## src/cpuitd_pkg.sv

```systemverilog
// shared constants for the instruction length and timing decoder
`default_nettype none
package cpuitd_pkg;
  localparam int CPUITD_LEN_W = 2;
  localparam int CPUITD_CYC_W = 3;
  // clock figure, kept for reference by the bench
  localparam int CPUITD_CLK_PERIOD_NS = 5;
  // encoded lengths in bytes
  localparam logic [1:0] CPUITD_L1 = 2'h1;
  localparam logic [1:0] CPUITD_L2 = 2'h2;
  localparam logic [1:0] CPUITD_L3 = 2'h3;
  // execution times in clock cycles
  localparam logic [2:0] CPUITD_C1 = 3'h1;
  localparam logic [2:0] CPUITD_C2 = 3'h2;
  localparam logic [2:0] CPUITD_C3 = 3'h3;
  localparam logic [2:0] CPUITD_C4 = 3'h4;
  localparam logic [2:0] CPUITD_C5 = 3'h5;
  localparam logic [2:0] CPUITD_C6 = 3'h6;
  // opcodes the timing sequencer or address logic look at
  localparam logic [7:0] CPUITD_OP_EXTERNAL_DATA_RAM_WR = 8'hf0;
  localparam logic [7:0] CPUITD_OP_EXTERNAL_DATA_RAM_RD = 8'he0;
  // direct address split between internal ram and special registers
  localparam int CPUITD_SFR_BIT = 7;
  // absolute targets keep the upper pc bits of an 11-bit page
  localparam int CPUITD_PAGE_BITS = 11;
  // bank register and pointer register field positions
  localparam int CPUITD_BANK_LSB = 3;
  localparam logic [2:0] CPUITD_PTR_NIBBLE = 3'h3;
  // reset values
  localparam logic [15:0] CPUITD_ADDR_RST = 16'h0000;
  localparam logic [7:0] CPUITD_BYTE_RST = 8'h00;
endpackage
`default_nettype wire

```

## src/cpuitd_addr.sv

```systemverilog
// operand address arithmetic for branch targets and register operands
`default_nettype none
module cpuitd_addr
  import cpuitd_pkg::*;
(
  input wire logic [15:0] instr_addr,
  input wire logic [1:0] instr_len,
  input wire logic [7:0] opcode,
  input wire logic [7:0] operand1,
  input wire logic [7:0] operand2,
  input wire logic [1:0] bank_sel,
  output logic [15:0] next_pc,
  output logic [15:0] rel_target,
  output logic [15:0] abs_target,
  output logic [7:0] bank_reg_addr,
  output logic [7:0] ptr_reg_addr
);
  logic [7:0] disp;

  // address of the byte after this instruction
  assign next_pc = 16'(instr_addr + {14'h0000, instr_len});
  // three-byte branches carry the displacement in their last byte
  assign disp = (instr_len == CPUITD_L3) ? operand2 : operand1;
  assign rel_target = 16'(next_pc + {{8{disp[7]}}, disp});
  // page bits come from next_pc, so a page-end branch lands in the next page
  assign abs_target = {next_pc[15:CPUITD_PAGE_BITS], opcode[7:5], operand1};
  // register file address inside the active bank
  assign bank_reg_addr = {3'h0, bank_sel, opcode[2:0]};
  assign ptr_reg_addr = {3'h0, bank_sel, 2'h0, opcode[0]};
endmodule
`default_nettype wire

```

## src/cpuitd_timer.sv

```systemverilog
// down counter that holds off the next fetch for an instruction's cycle count
`default_nettype none
module cpuitd_timer
  import cpuitd_pkg::*;
#(
  parameter int CYC_W = CPUITD_CYC_W
)
(
  input wire logic clk,
  input wire logic sys_rst,
  input wire logic load,
  input wire logic [CYC_W-1:0] load_val,
  output logic expire
);
  logic [CYC_W-1:0] remain;

  // loaded with the cycles still owed after the accepting edge
  always_ff @(posedge clk)
  begin
    if (sys_rst)
      remain <= '0;
    else if (load)
      remain <= CYC_W'(load_val - CYC_W'(1));
    else if (remain != '0)
      remain <= CYC_W'(remain - CYC_W'(1));
  end

  // last owed cycle: the sequencer may reopen fetch now
  assign expire = (remain == CYC_W'(1));
endmodule
`default_nettype wire

```

## src/cpuitd_top.sv

```systemverilog
// instruction length, cycle timing and fetch sequencing for the core
//
// Operation
// - every standard opcode of the architecture decodes with its usual encoding.
// - add, add_with_carry, subtract_with_borrow, and, or, xor with bank register: 1 byte, 1 cycle.
// - accumulator ops with direct byte operand: 2 bytes, 2 cycles.
// - accumulator ops with pointer-addressed ram: 1 byte, 2 cycles.
// - accumulator ops with immediate constant: 2 bytes, 2 cycles.
// - and, or, xor of accumulator into direct byte: 2 bytes, 3 cycles.
// - and, or, xor of immediate into direct byte: 3 bytes, 3 cycles.
// - accumulator-only and carry clear/set/complement ops: 1 byte, 1 cycle.
// - and/or of direct bit or its complement into carry: 2 bytes, 2 cycles.
// - copy direct bit into carry: 2 bytes, 2 cycles.
// - copy carry into direct bit: 2 bytes, 3 cycles.
// - move bank register to accumulator: 1 byte, 1 cycle.
// - move direct byte to accumulator: 2 bytes, 2 cycles.
// - read external ram through data pointer pair: 1 byte, 2 cycles.
// - write external ram by pointer pair: 3 cycles internal code to external_data_ram, else 4.
// - push direct byte: 2 bytes, 3 cycles.
// - pop into direct byte: 2 bytes, 2 cycles.
// - low nibble exchange with pointer-addressed ram: 1 byte, 3 cycles.
// - bank register operand picks one of eight in the selected bank.
// - relative operand is signed 8-bit offset from next instruction.
// - direct address below 0x80 is internal ram, otherwise special registers.
// - absolute target stays inside the 2 kB page of next instruction.
`default_nettype none
module cpuitd_top
  import cpuitd_pkg::*;
(
  input wire logic clk,
  input wire logic sys_rst,
  input wire logic instr_valid,
  input wire logic [7:0] opcode,
  input wire logic [7:0] operand1,
  input wire logic [7:0] operand2,
  input wire logic [15:0] instr_addr,
  input wire logic [1:0] bank_sel,
  input wire logic code_internal,
  input wire logic dest_external_data_ram,
  output logic instr_ready,
  output logic dec_valid,
  output logic [1:0] dec_len,
  output logic [2:0] dec_cycles,
  output logic dec_uses_bank,
  output logic dec_uses_ptr,
  output logic [15:0] next_pc,
  output logic [15:0] rel_target,
  output logic [15:0] abs_target,
  output logic [7:0] bank_reg_addr,
  output logic [7:0] ptr_reg_addr,
  output logic [7:0] direct_addr,
  output logic direct_is_sfr
);
  typedef enum logic [1:0] {
    CPUITD_IDLE = 2'b01,
    CPUITD_BUSY = 2'b10
  } cpuitd_state_e;

  // length and cycle count of one opcode
  function automatic logic [4:0] cpuitd_lookup(input logic [7:0] op, input logic fast_wr);
    logic [4:0] r;
    r = {CPUITD_L1, CPUITD_C1};
    casez (op)
      8'h00: r = {CPUITD_L1, CPUITD_C1};
      8'b???00001: r = {CPUITD_L2, CPUITD_C3};
      8'b???10001: r = {CPUITD_L2, CPUITD_C4};
      8'h02, 8'h12: r = {CPUITD_L3, CPUITD_C4};
      8'h22, 8'h32: r = {CPUITD_L1, CPUITD_C4};
      8'h10, 8'h20, 8'h30: r = {CPUITD_L3, CPUITD_C5};
      8'h40, 8'h50, 8'h80: r = {CPUITD_L2, CPUITD_C3};
      8'h60, 8'h70: r = {CPUITD_L2, CPUITD_C4};
      8'h03, 8'h13, 8'h23, 8'h33, 8'hc4, 8'he4, 8'hf4: r = {CPUITD_L1, CPUITD_C1};
      8'hc3, 8'hd3, 8'hb3: r = {CPUITD_L1, CPUITD_C1};
      8'h04, 8'h14, 8'ha3, 8'ha5: r = {CPUITD_L1, CPUITD_C1};
      8'h05, 8'h15, 8'hb2, 8'hc2, 8'hd2: r = {CPUITD_L2, CPUITD_C3};
      8'h42, 8'h52, 8'h62: r = {CPUITD_L2, CPUITD_C3};
      8'h43, 8'h53, 8'h63: r = {CPUITD_L3, CPUITD_C3};
      8'h75, 8'h85, 8'h90: r = {CPUITD_L3, CPUITD_C3};
      8'h24, 8'h34, 8'h94, 8'h44, 8'h54, 8'h64: r = {CPUITD_L2, CPUITD_C2};
      8'h25, 8'h35, 8'h95, 8'h45, 8'h55, 8'h65: r = {CPUITD_L2, CPUITD_C2};
      8'h74, 8'hf5: r = {CPUITD_L2, CPUITD_C2};
      8'he5: r = {CPUITD_L2, CPUITD_C2};
      8'h72, 8'h82, 8'ha0, 8'hb0: r = {CPUITD_L2, CPUITD_C2};
      8'ha2: r = {CPUITD_L2, CPUITD_C2};
      8'h92: r = {CPUITD_L2, CPUITD_C3};
      8'hc0: r = {CPUITD_L2, CPUITD_C3};
      8'hd0: r = {CPUITD_L2, CPUITD_C2};
      8'hc5: r = {CPUITD_L2, CPUITD_C3};
      8'h83: r = {CPUITD_L1, CPUITD_C4};
      8'h73, 8'h93: r = {CPUITD_L1, CPUITD_C5};
      8'h84: r = {CPUITD_L1, CPUITD_C6};
      8'ha4: r = {CPUITD_L1, CPUITD_C2};
      8'hd4: r = {CPUITD_L1, CPUITD_C3};
      8'hb4: r = {CPUITD_L3, CPUITD_C4};
      8'hb5, 8'hd5: r = {CPUITD_L3, CPUITD_C5};
      8'he0: r = {CPUITD_L1, CPUITD_C2};
      8'hf0: r = fast_wr ? {CPUITD_L1, CPUITD_C3} : {CPUITD_L1, CPUITD_C4};
      8'b1110001?: r = {CPUITD_L1, CPUITD_C3};
      8'b1111001?: r = {CPUITD_L1, CPUITD_C4};
      // pointer-register column
      8'b000?011?, 8'b1100011?: r = {CPUITD_L1, CPUITD_C3};
      8'b1101011?: r = {CPUITD_L1, CPUITD_C3};
      8'b0010011?, 8'b0011011?, 8'b1001011?: r = {CPUITD_L1, CPUITD_C2};
      8'b010?011?, 8'b0110011?: r = {CPUITD_L1, CPUITD_C2};
      8'b111?011?: r = {CPUITD_L1, CPUITD_C2};
      8'b0111011?: r = {CPUITD_L2, CPUITD_C2};
      8'b1000011?, 8'b1010011?: r = {CPUITD_L2, CPUITD_C3};
      8'b1011011?: r = {CPUITD_L3, CPUITD_C5};
      // bank-register column
      8'b000?1???, 8'b11001???: r = {CPUITD_L1, CPUITD_C2};
      8'b00101???, 8'b00111???, 8'b10011???: r = {CPUITD_L1, CPUITD_C1};
      8'b010?1???, 8'b01101???: r = {CPUITD_L1, CPUITD_C1};
      8'b11101???: r = {CPUITD_L1, CPUITD_C1};
      8'b11111???: r = {CPUITD_L1, CPUITD_C1};
      8'b01111???, 8'b10001???: r = {CPUITD_L2, CPUITD_C2};
      8'b10101???: r = {CPUITD_L2, CPUITD_C3};
      8'b10111???: r = {CPUITD_L3, CPUITD_C4};
      8'b11011???: r = {CPUITD_L2, CPUITD_C4};
      default: r = {CPUITD_L1, CPUITD_C1};
    endcase
    return r;
  endfunction

  cpuitd_state_e state;
  cpuitd_state_e next_state;
  logic [4:0] look;
  logic [1:0] look_len;
  logic [2:0] look_cyc;
  logic accept;
  logic expire;
  logic fast_wr;
  logic ptr_op;
  logic next_ready;
  logic [15:0] a_next_pc;
  logic [15:0] a_rel;
  logic [15:0] a_abs;
  logic [7:0] a_bank;
  logic [7:0] a_ptr;

  // the short write path only exists for internal code writing external_data_ram
  assign fast_wr = code_internal & dest_external_data_ram;
  assign look = cpuitd_lookup(opcode, fast_wr);
  assign look_len = look[4:3];
  assign look_cyc = look[2:0];
  assign accept = instr_valid & instr_ready;
  // indirect column and the 8-bit external moves use R0/R1
  assign ptr_op = (opcode[3:1] == CPUITD_PTR_NIBBLE) | ((opcode[7:5] == 3'h7) & (opcode[3:1] == 3'h1));

  cpuitd_addr u_addr (
    .instr_addr(instr_addr),
    .instr_len(look_len),
    .opcode(opcode),
    .operand1(operand1),
    .operand2(operand2),
    .bank_sel(bank_sel),
    .next_pc(a_next_pc),
    .rel_target(a_rel),
    .abs_target(a_abs),
    .bank_reg_addr(a_bank),
    .ptr_reg_addr(a_ptr)
  );

  cpuitd_timer #(
    .CYC_W(CPUITD_CYC_W)
  ) u_timer (
    .clk(clk),
    .sys_rst(sys_rst),
    .load(accept),
    .load_val(look_cyc),
    .expire(expire)
  );

  // one-cycle instructions keep fetch open; longer ones hold it shut
  always_comb
  begin
    next_state = state;
    next_ready = instr_ready;
    unique case (state)
      CPUITD_IDLE:
      begin
        if (accept && (look_cyc != CPUITD_C1))
        begin
          next_state = CPUITD_BUSY;
          next_ready = 1'b0;
        end
      end
      CPUITD_BUSY:
      begin
        if (expire)
        begin
          next_state = CPUITD_IDLE;
          next_ready = 1'b1;
        end
      end
      default:
      begin
        next_state = CPUITD_IDLE;
        next_ready = 1'b1;
      end
    endcase
  end

  // sequencer state
  always_ff @(posedge clk)
  begin
    if (sys_rst)
    begin
      state <= CPUITD_IDLE;
      instr_ready <= 1'b1;
      dec_valid <= 1'b0;
    end
    else
    begin
      state <= next_state;
      instr_ready <= next_ready;
      dec_valid <= accept;
    end
  end

  // decoded fields hold until the next accepted opcode
  always_ff @(posedge clk)
  begin
    if (sys_rst)
    begin
      dec_len <= CPUITD_L1;
      dec_cycles <= CPUITD_C1;
      dec_uses_bank <= 1'b0;
      dec_uses_ptr <= 1'b0;
      next_pc <= CPUITD_ADDR_RST;
      rel_target <= CPUITD_ADDR_RST;
      abs_target <= CPUITD_ADDR_RST;
      bank_reg_addr <= CPUITD_BYTE_RST;
      ptr_reg_addr <= CPUITD_BYTE_RST;
      direct_addr <= CPUITD_BYTE_RST;
      direct_is_sfr <= 1'b0;
    end
    else if (accept)
    begin
      dec_len <= look_len;
      dec_cycles <= look_cyc;
      dec_uses_bank <= opcode[CPUITD_BANK_LSB];
      dec_uses_ptr <= ptr_op;
      next_pc <= a_next_pc;
      rel_target <= a_rel;
      abs_target <= a_abs;
      bank_reg_addr <= a_bank;
      ptr_reg_addr <= a_ptr;
      direct_addr <= operand1;
      direct_is_sfr <= operand1[CPUITD_SFR_BIT];
    end
  end

  // checks next to the sequencer
  AST_GAP_ONE: assert property (@(posedge clk) disable iff (sys_rst)
    accept && look_cyc == CPUITD_C1 |=> instr_ready)
    else $error("one-cycle instruction closed fetch");
  AST_GAP_THREE: assert property (@(posedge clk) disable iff (sys_rst)
    accept && look_cyc == CPUITD_C3 |=> !instr_ready ##1 !instr_ready ##1 instr_ready)
    else $error("three-cycle instruction spacing wrong");
  AST_GAP_SIX: assert property (@(posedge clk) disable iff (sys_rst)
    accept && look_cyc == CPUITD_C6 |=> !instr_ready [*5] ##1 instr_ready)
    else $error("six-cycle instruction spacing wrong");
  AST_BANK_ALU: assert property (@(posedge clk) disable iff (sys_rst)
    accept && opcode[7:3] == 5'h05 |=> dec_len == CPUITD_L1 && dec_cycles == CPUITD_C1 && dec_valid)
    else $error("bank register add timing wrong");
  AST_DIRECT_ALU: assert property (@(posedge clk) disable iff (sys_rst)
    accept && opcode == 8'h55 |=> dec_len == CPUITD_L2 && dec_cycles == CPUITD_C2)
    else $error("direct operand and timing wrong");
  AST_IMM_TO_DIRECT: assert property (@(posedge clk) disable iff (sys_rst)
    accept && opcode == 8'h63 |=> dec_len == CPUITD_L3 ##1 !instr_ready ##1 instr_ready)
    else $error("immediate to direct xor timing wrong");
  AST_EXTERNAL_DATA_RAM_WRITE: assert property (@(posedge clk) disable iff (sys_rst)
    accept && opcode == CPUITD_OP_EXTERNAL_DATA_RAM_WR |=> dec_cycles == ($past(fast_wr) ? CPUITD_C3 : CPUITD_C4))
    else $error("external write cycle count wrong");
  AST_EXTERNAL_DATA_RAM_READ: assert property (@(posedge clk) disable iff (sys_rst)
    accept && opcode == CPUITD_OP_EXTERNAL_DATA_RAM_RD |=> !instr_ready ##1 instr_ready)
    else $error("external read spacing wrong");
  AST_SFR_SPLIT: assert property (@(posedge clk) disable iff (sys_rst)
    accept |=> direct_addr == $past(operand1) && direct_is_sfr == ($past(operand1) >= 8'h80))
    else $error("direct space split wrong");
  AST_PAGE: assert property (@(posedge clk) disable iff (sys_rst)
    accept |=> abs_target[15:11] == next_pc[15:11] && abs_target[10:0] == {$past(opcode[7:5]), $past(operand1)})
    else $error("absolute target left its page");
  AST_BANK_ADDR: assert property (@(posedge clk) disable iff (sys_rst)
    accept |=> bank_reg_addr == {3'h0, $past(bank_sel), $past(opcode[2:0])})
    else $error("bank register address wrong");
  AST_NEXT_PC: assert property (@(posedge clk) disable iff (sys_rst)
    accept |=> next_pc == 16'($past(instr_addr) + {14'h0000, dec_len}))
    else $error("following instruction address wrong");

  // decode table spot checks, one opcode or opcode group per timing row
  AST_POINTER_ALU: assert property (@(posedge clk) disable iff (sys_rst)
    accept && opcode == 8'h26 |=> dec_len == CPUITD_L1 && dec_cycles == CPUITD_C2 && !instr_ready ##1 instr_ready)
    else $error("pointer operand timing wrong");
  AST_IMM_ALU: assert property (@(posedge clk) disable iff (sys_rst)
    accept && opcode == 8'h24 |=> dec_len == CPUITD_L2 && dec_cycles == CPUITD_C2)
    else $error("immediate operand timing wrong");
  AST_DIRECT_FROM_ACC: assert property (@(posedge clk) disable iff (sys_rst)
    accept && opcode == 8'h52 |=> dec_len == CPUITD_L2 && dec_cycles == CPUITD_C3 ##1 !instr_ready ##1 instr_ready)
    else $error("accumulator into direct timing wrong");
  AST_ACC_ONLY: assert property (@(posedge clk) disable iff (sys_rst)
    accept && opcode == 8'he4 |=> dec_len == CPUITD_L1 && dec_cycles == CPUITD_C1 && instr_ready)
    else $error("accumulator-only timing wrong");
  AST_BIT_CARRY: assert property (@(posedge clk) disable iff (sys_rst)
    accept && opcode == 8'h82 |=> dec_len == CPUITD_L2 && dec_cycles == CPUITD_C2)
    else $error("bit into carry logic timing wrong");
  AST_BIT_TO_CARRY: assert property (@(posedge clk) disable iff (sys_rst)
    accept && opcode == 8'ha2 |=> dec_len == CPUITD_L2 && dec_cycles == CPUITD_C2)
    else $error("bit copy into carry timing wrong");
  AST_CARRY_TO_BIT: assert property (@(posedge clk) disable iff (sys_rst)
    accept && opcode == 8'h92 |=> dec_len == CPUITD_L2 && dec_cycles == CPUITD_C3)
    else $error("carry copy into bit timing wrong");
  AST_MOVE_BANK: assert property (@(posedge clk) disable iff (sys_rst)
    accept && opcode[7:3] == 5'h1d |=> dec_len == CPUITD_L1 && dec_cycles == CPUITD_C1)
    else $error("bank register move timing wrong");
  AST_MOVE_DIRECT: assert property (@(posedge clk) disable iff (sys_rst)
    accept && opcode == 8'he5 |=> dec_len == CPUITD_L2 && dec_cycles == CPUITD_C2)
    else $error("direct move timing wrong");
  AST_PUSH: assert property (@(posedge clk) disable iff (sys_rst)
    accept && opcode == 8'hc0 |=> dec_len == CPUITD_L2 && dec_cycles == CPUITD_C3)
    else $error("push timing wrong");
  AST_POP: assert property (@(posedge clk) disable iff (sys_rst)
    accept && opcode == 8'hd0 |=> dec_len == CPUITD_L2 && dec_cycles == CPUITD_C2)
    else $error("pop timing wrong");
  AST_XCH_DIRECT: assert property (@(posedge clk) disable iff (sys_rst)
    accept && opcode == 8'hc5 |=> dec_len == CPUITD_L2 && dec_cycles == CPUITD_C3)
    else $error("direct exchange timing wrong");
  AST_NIBBLE_XCH: assert property (@(posedge clk) disable iff (sys_rst)
    accept && opcode[7:1] == 7'h6b |=> dec_len == CPUITD_L1 && dec_cycles == CPUITD_C3)
    else $error("low nibble exchange timing wrong");

  // sequencer bookkeeping: ready, state and timer must agree
  AST_READY_STATE: assert property (@(posedge clk) disable iff (sys_rst)
    instr_ready == (state == CPUITD_IDLE))
    else $error("fetch ready disagrees with sequencer state");
  AST_NO_TAKE_BUSY: assert property (@(posedge clk) disable iff (sys_rst)
    !instr_ready |=> !dec_valid)
    else $error("opcode taken while fetch was shut");
  AST_EXPIRE_BUSY: assert property (@(posedge clk) disable iff (sys_rst)
    expire |-> state == CPUITD_BUSY)
    else $error("timer expired outside a busy span");
endmodule
`default_nettype wire

```

## config.mk

```make
export PLATFORM = sky130hd
export DESIGN_NAME = cpuitd_top
export DESIGN_NICKNAME = d
export VERILOG_FILES = /design/src/cpuitd_pkg.sv /design/src/cpuitd_addr.sv /design/src/cpuitd_timer.sv /design/src/cpuitd_top.sv
export SDC_FILE = /design/constraint.sdc
export NUM_CORES = 1
export LEC_CHECK = 0
export ABC_AREA = 0
export BUFFER_PORTS_ARGS = -buffer_cell sky130_fd_sc_hd__buf_4
export CORE_MARGIN = 2
export CORE_UTILIZATION = 26
export DETAILED_ROUTE_END_ITERATION = 7
export HOLD_SLACK_MARGIN = 0.02
export PLACE_DENSITY_LB_ADDON = 0.08
export SETUP_SLACK_MARGIN = 0.05
export SYNTH_ARGS = -nofsm -noshare
export SYNTH_HDL_FRONTEND = slang
export SYNTH_SLANG_ARGS = --single-unit
```

## constraint.sdc

```tcl
create_clock -name clk -period 6.9 [get_ports clk]
set_input_delay 0.69 -clock clk [delete_from_list [all_inputs] [get_ports clk]]
set_output_delay 0.69 -clock clk [all_outputs]
set_load 0.01 [all_outputs]
```

==> metrics.md <==
| Metric | Value |
|---|---|
| Status | finished, final reports clean |
| Number of remaining DRC errors | 0 |
| Final Skew | roughly 5.8 ps |
| Slew Limit Fails | 0 |
| Synth cell count leaders | 78 x nand2_1, 61 x dfxtp_1, 61 x nor2_1 |
| Pre-antenna DRT Iters | 4 |
| Largest cells by area after synthesis | dfxtp_1 28%, nand2_1 6.6%, ha_1 5.9%, nor2_1 5.2%, a21oi_1 4.7% |
| Sw Ratio | about a third |
| Ys async rst share | 0% |
| Hold Path Sink | abs_target[10] |
| Worst hold path type | flop to flop |
| Post-CTS Hold Buffers | 0 |
| Die X-Extent | about 130 microns |
| Maximum vdd drop | about 0.13 mV |
| R2R cell count | 5 |
| Worst-Margin Slew | ~1100 ps |
| Syn avg cell area | 7.73 sq um |
| Crit Reg-Reg Endpoint | rel_target[15] |
| Pleak | 2.46 nW |
| Leading area contributor after synthesis | dfxtp_1 |
| HPWL Detailed | about 10,000 microns |
| Post-synthesis sequential area ratio | approximately 28% |
| R2r startpoint | state[0] |
| Prevailing post-synth register cell | dfxtp_1 |
| WP data required | approximately 7100 ps |
| CTS tree | built |
| Crit start category | primary input |
| Die area | approximately 18,000 sq um |
| Clock sinks | 61 |
| Cell row count | 47 |
| Setup TNS | 0 ps |
| Worst EP arrival | 6390 ps |
| RD Place Congestion | a little under 0.8 |
| Clk slew on worst S/H paths | 60 ps |
| Placed cell area | between 5000 and 6000 sq um |
| Share of cells above drive strength 1 | about a quarter |
| Core Region | between 15,000 and 20,000 sq um |
| Final setup viols | 0 |
| Achievable frequency | approximately 160 MHz |
| Global-route wire length before repair | between 20,000 and 25,000 microns |
| Initial antenna violation count | 0 |
| Power per cell area | between 200 and 300 nW/um^2 |
| H-tree Lvls | 3 |
| Post-Route WL | approximately 14,000 microns |
| Setup bufs post-CTS | 0 |
| Clock Latency Late Sink | ~330 ps |
| GR Overflow Total | 0 |
| Internal power | about 1 mW |
| R2R Setup Slk | about 5100 ps |
| Final hold violations | 0 |
| Crit end category | flop |
| Crit Path Class | primary input to flop |
| Clk pwr share | between 30% and 40% |
| Hold Path Cell Cnt | 2 |
| CTS buffer count | 9 |
| Max-cap violation count | 0 |
| Synthesized area | 4440 sq um |
| CTS max path bufs | 2 |
| Largest net degree at the start of global routing | 67 |
| NetSw | around 480 uW |
| DR vias/cell | approximately 4.8 |
| Die Ht | 135 microns |
| Wire length per cell | between 15 and 20 microns |
| ANT nets after route | 0 |
| Overall Global Routing Usage | between 10% and 20% |
| Design area | 5670 sq um |
| Initial Util | 26.7% |
| Total power | 1.49 mW |
| Unique masters post-synth | between 70 and 80 |
| Io pins | about 130 |
| Worst-path maximum fanout | 21 |
| Crit path time final | between 6000 and 7000 ps |
| RSZ-0062 raised after global routing | false |
| Post-synth top area share | ~28% |
| Top-count cell post-synth | nand2_1 |
| Port-buffer cells | between 100 and 150 |
| Share of power burned in registers | approximately 29% |
| Mapped Cells | between 500 and 600 |
| Nets | around 730 |
| Antenna diodes | 0 |
| Area growth from synthesis to layout | 27.8% |
| Root buffer cell | clkbuf_16 |
| Part of the cycle the worst path needs | 90.0% |
| Combinational share of power | between 30% and 40% |
| Synthesized flop and latch total | 61 |
| Number of gates resized after CTS | 0 |
| Yosys Warn Count | 0 |
| Max-slew headroom | between 20% and 30% |
| Vias after detailed routing | around 4,200 |
| WHS | 454 ps |
| Vias in the first global route | just under 4,000 |
| Post-synth EDFFs | 0 |
| Hold Crit Start | abs_target[10] |
| Iteration-0 DRC Markers | roughly 170 |
layer usage:
layer  track usage [%]  up-vias  share of wire, %
met4              5.73        0               2.3
met5                 0        -                 0
met1              21.2     1907                48
met2              23.8      122                45
met3              2.93       20               4.5
li1                  -     2148                 -
power by group through the flow:
stage / clock, mW / sequential [mW] / combinational [mW]
2_1_floorplan: 0 / 0.445 / 0.334
4_1_cts: 0.557 / 0.425 / 0.526
3_3_place_gp: 0 / 0.431 / 0.523
3_5_place_dp: 0 / 0.432 / 0.523
5_1_grt: 0.573 / 0.430 / 0.577
6_report: 0.541 / 0.424 / 0.519
through the flow:
stage               setup slack (ps)  utilization [%]  cells
floorplan                        919                -    581
global placement                 445             31.9    864
detailed placement               352             31.9    864
CTS                              701             34.1    880
global route                     252             34.1    880
finish                           691             34.1    880
layout make-up:
| cell class | instances | area [sq um] |
|---|---|---|
| Fill cell | 1790 | 11000 |
| Multi-Input combinational cell | 435 | 2800 |
| Sequential cell | 61 | 1220 |
| Timing Repair Buffer | 124 | 931 |
| Tap cell | 220 | 275 |
| Clock buffer | 11 | 253 |
| Clock inverter | 5 | 106 |
| Inverter | 24 | 90.1 |
worst max-delay path, stage by stage:
cell and delay [ps]:
buf_4 180, nor4b_1 930, nor2_1 80, o22ai_1 200, a2111oi_0 140, a31oi_1 260
inv_1 110, ha_1 220, fa_1 440, nand3_1 140, xnor2_1 170, ha_1 320
and3_1 200, a221o_1 370, o41a_1 350, maj3_1 360, a21o_1 190, and3_1 170
nand3_1 130, o211ai_4 110, a311oi_2 360, xnor2_1 180, a211oi_2 90
how the worst max path moves through the flow:
stage / from / endpoint / cells after the start
4_1_cts: opcode[1] / rel_target[13] / 23
5_1_grt: opcode[3] / rel_target[13] / 23
6_report: opcode[3] / rel_target[13] / 23
2_1_floorplan: opcode[2] / rel_target[13] / 23
3_5_place_dp: opcode[1] / rel_target[13] / 23
3_3_place_gp: opcode[3] / rel_target[13] / 23
cells in the final DEF (no fill, tap or decap), types with 9 or more instances in the layout:
master | synthesis | layout
nand2_1 | 78 | 77
nand3_1 | 12 | 12
a211oi_1 | 16 | 16
nor2_1 | 61 | 61
buf_4 | 26 | 124
inv_1 | 23 | 23
xnor2_1 | 19 | 19
a21oi_1 | 42 | 42
xor2_1 | 10 | 10
dfxtp_1 | 61 | 61
clkbuf_16 | 0 | 9
nor3_1 | 25 | 25
ha_1 | 21 | 21
state kept, by name (all words and copies together), names as in the netlist, 3 cells and up:
| signal | cells |
|---|---|
| u_timer.remain | 3 |
| rel_target | 16 |
| ptr_reg_addr | 3 |
| dec_cycles | 3 |
| next_pc | 16 |
| abs_target | 11 |
logic make-up (layout without fill, tap and decap cells):
| group | after synthesis | count (layout) | share of synthesized area, % |
|---|---|---|---|
| compound gates | 116 | 116 | 18.5 |
| xor+xnor | 30 | 30 | 6.09 |
| fa+ha+maj | 27 | 27 | 7.72 |
| buf+inv | 85 | 164 | 10.2 |
| flops | 61 | 61 | 27.5 |
| mux | 13 | 13 | 3.13 |
| other cells | 1 | 8 | 0.0845 |
| simple gates | 241 | 241 | 26.8 |
(Power assumes the default switching activity.)
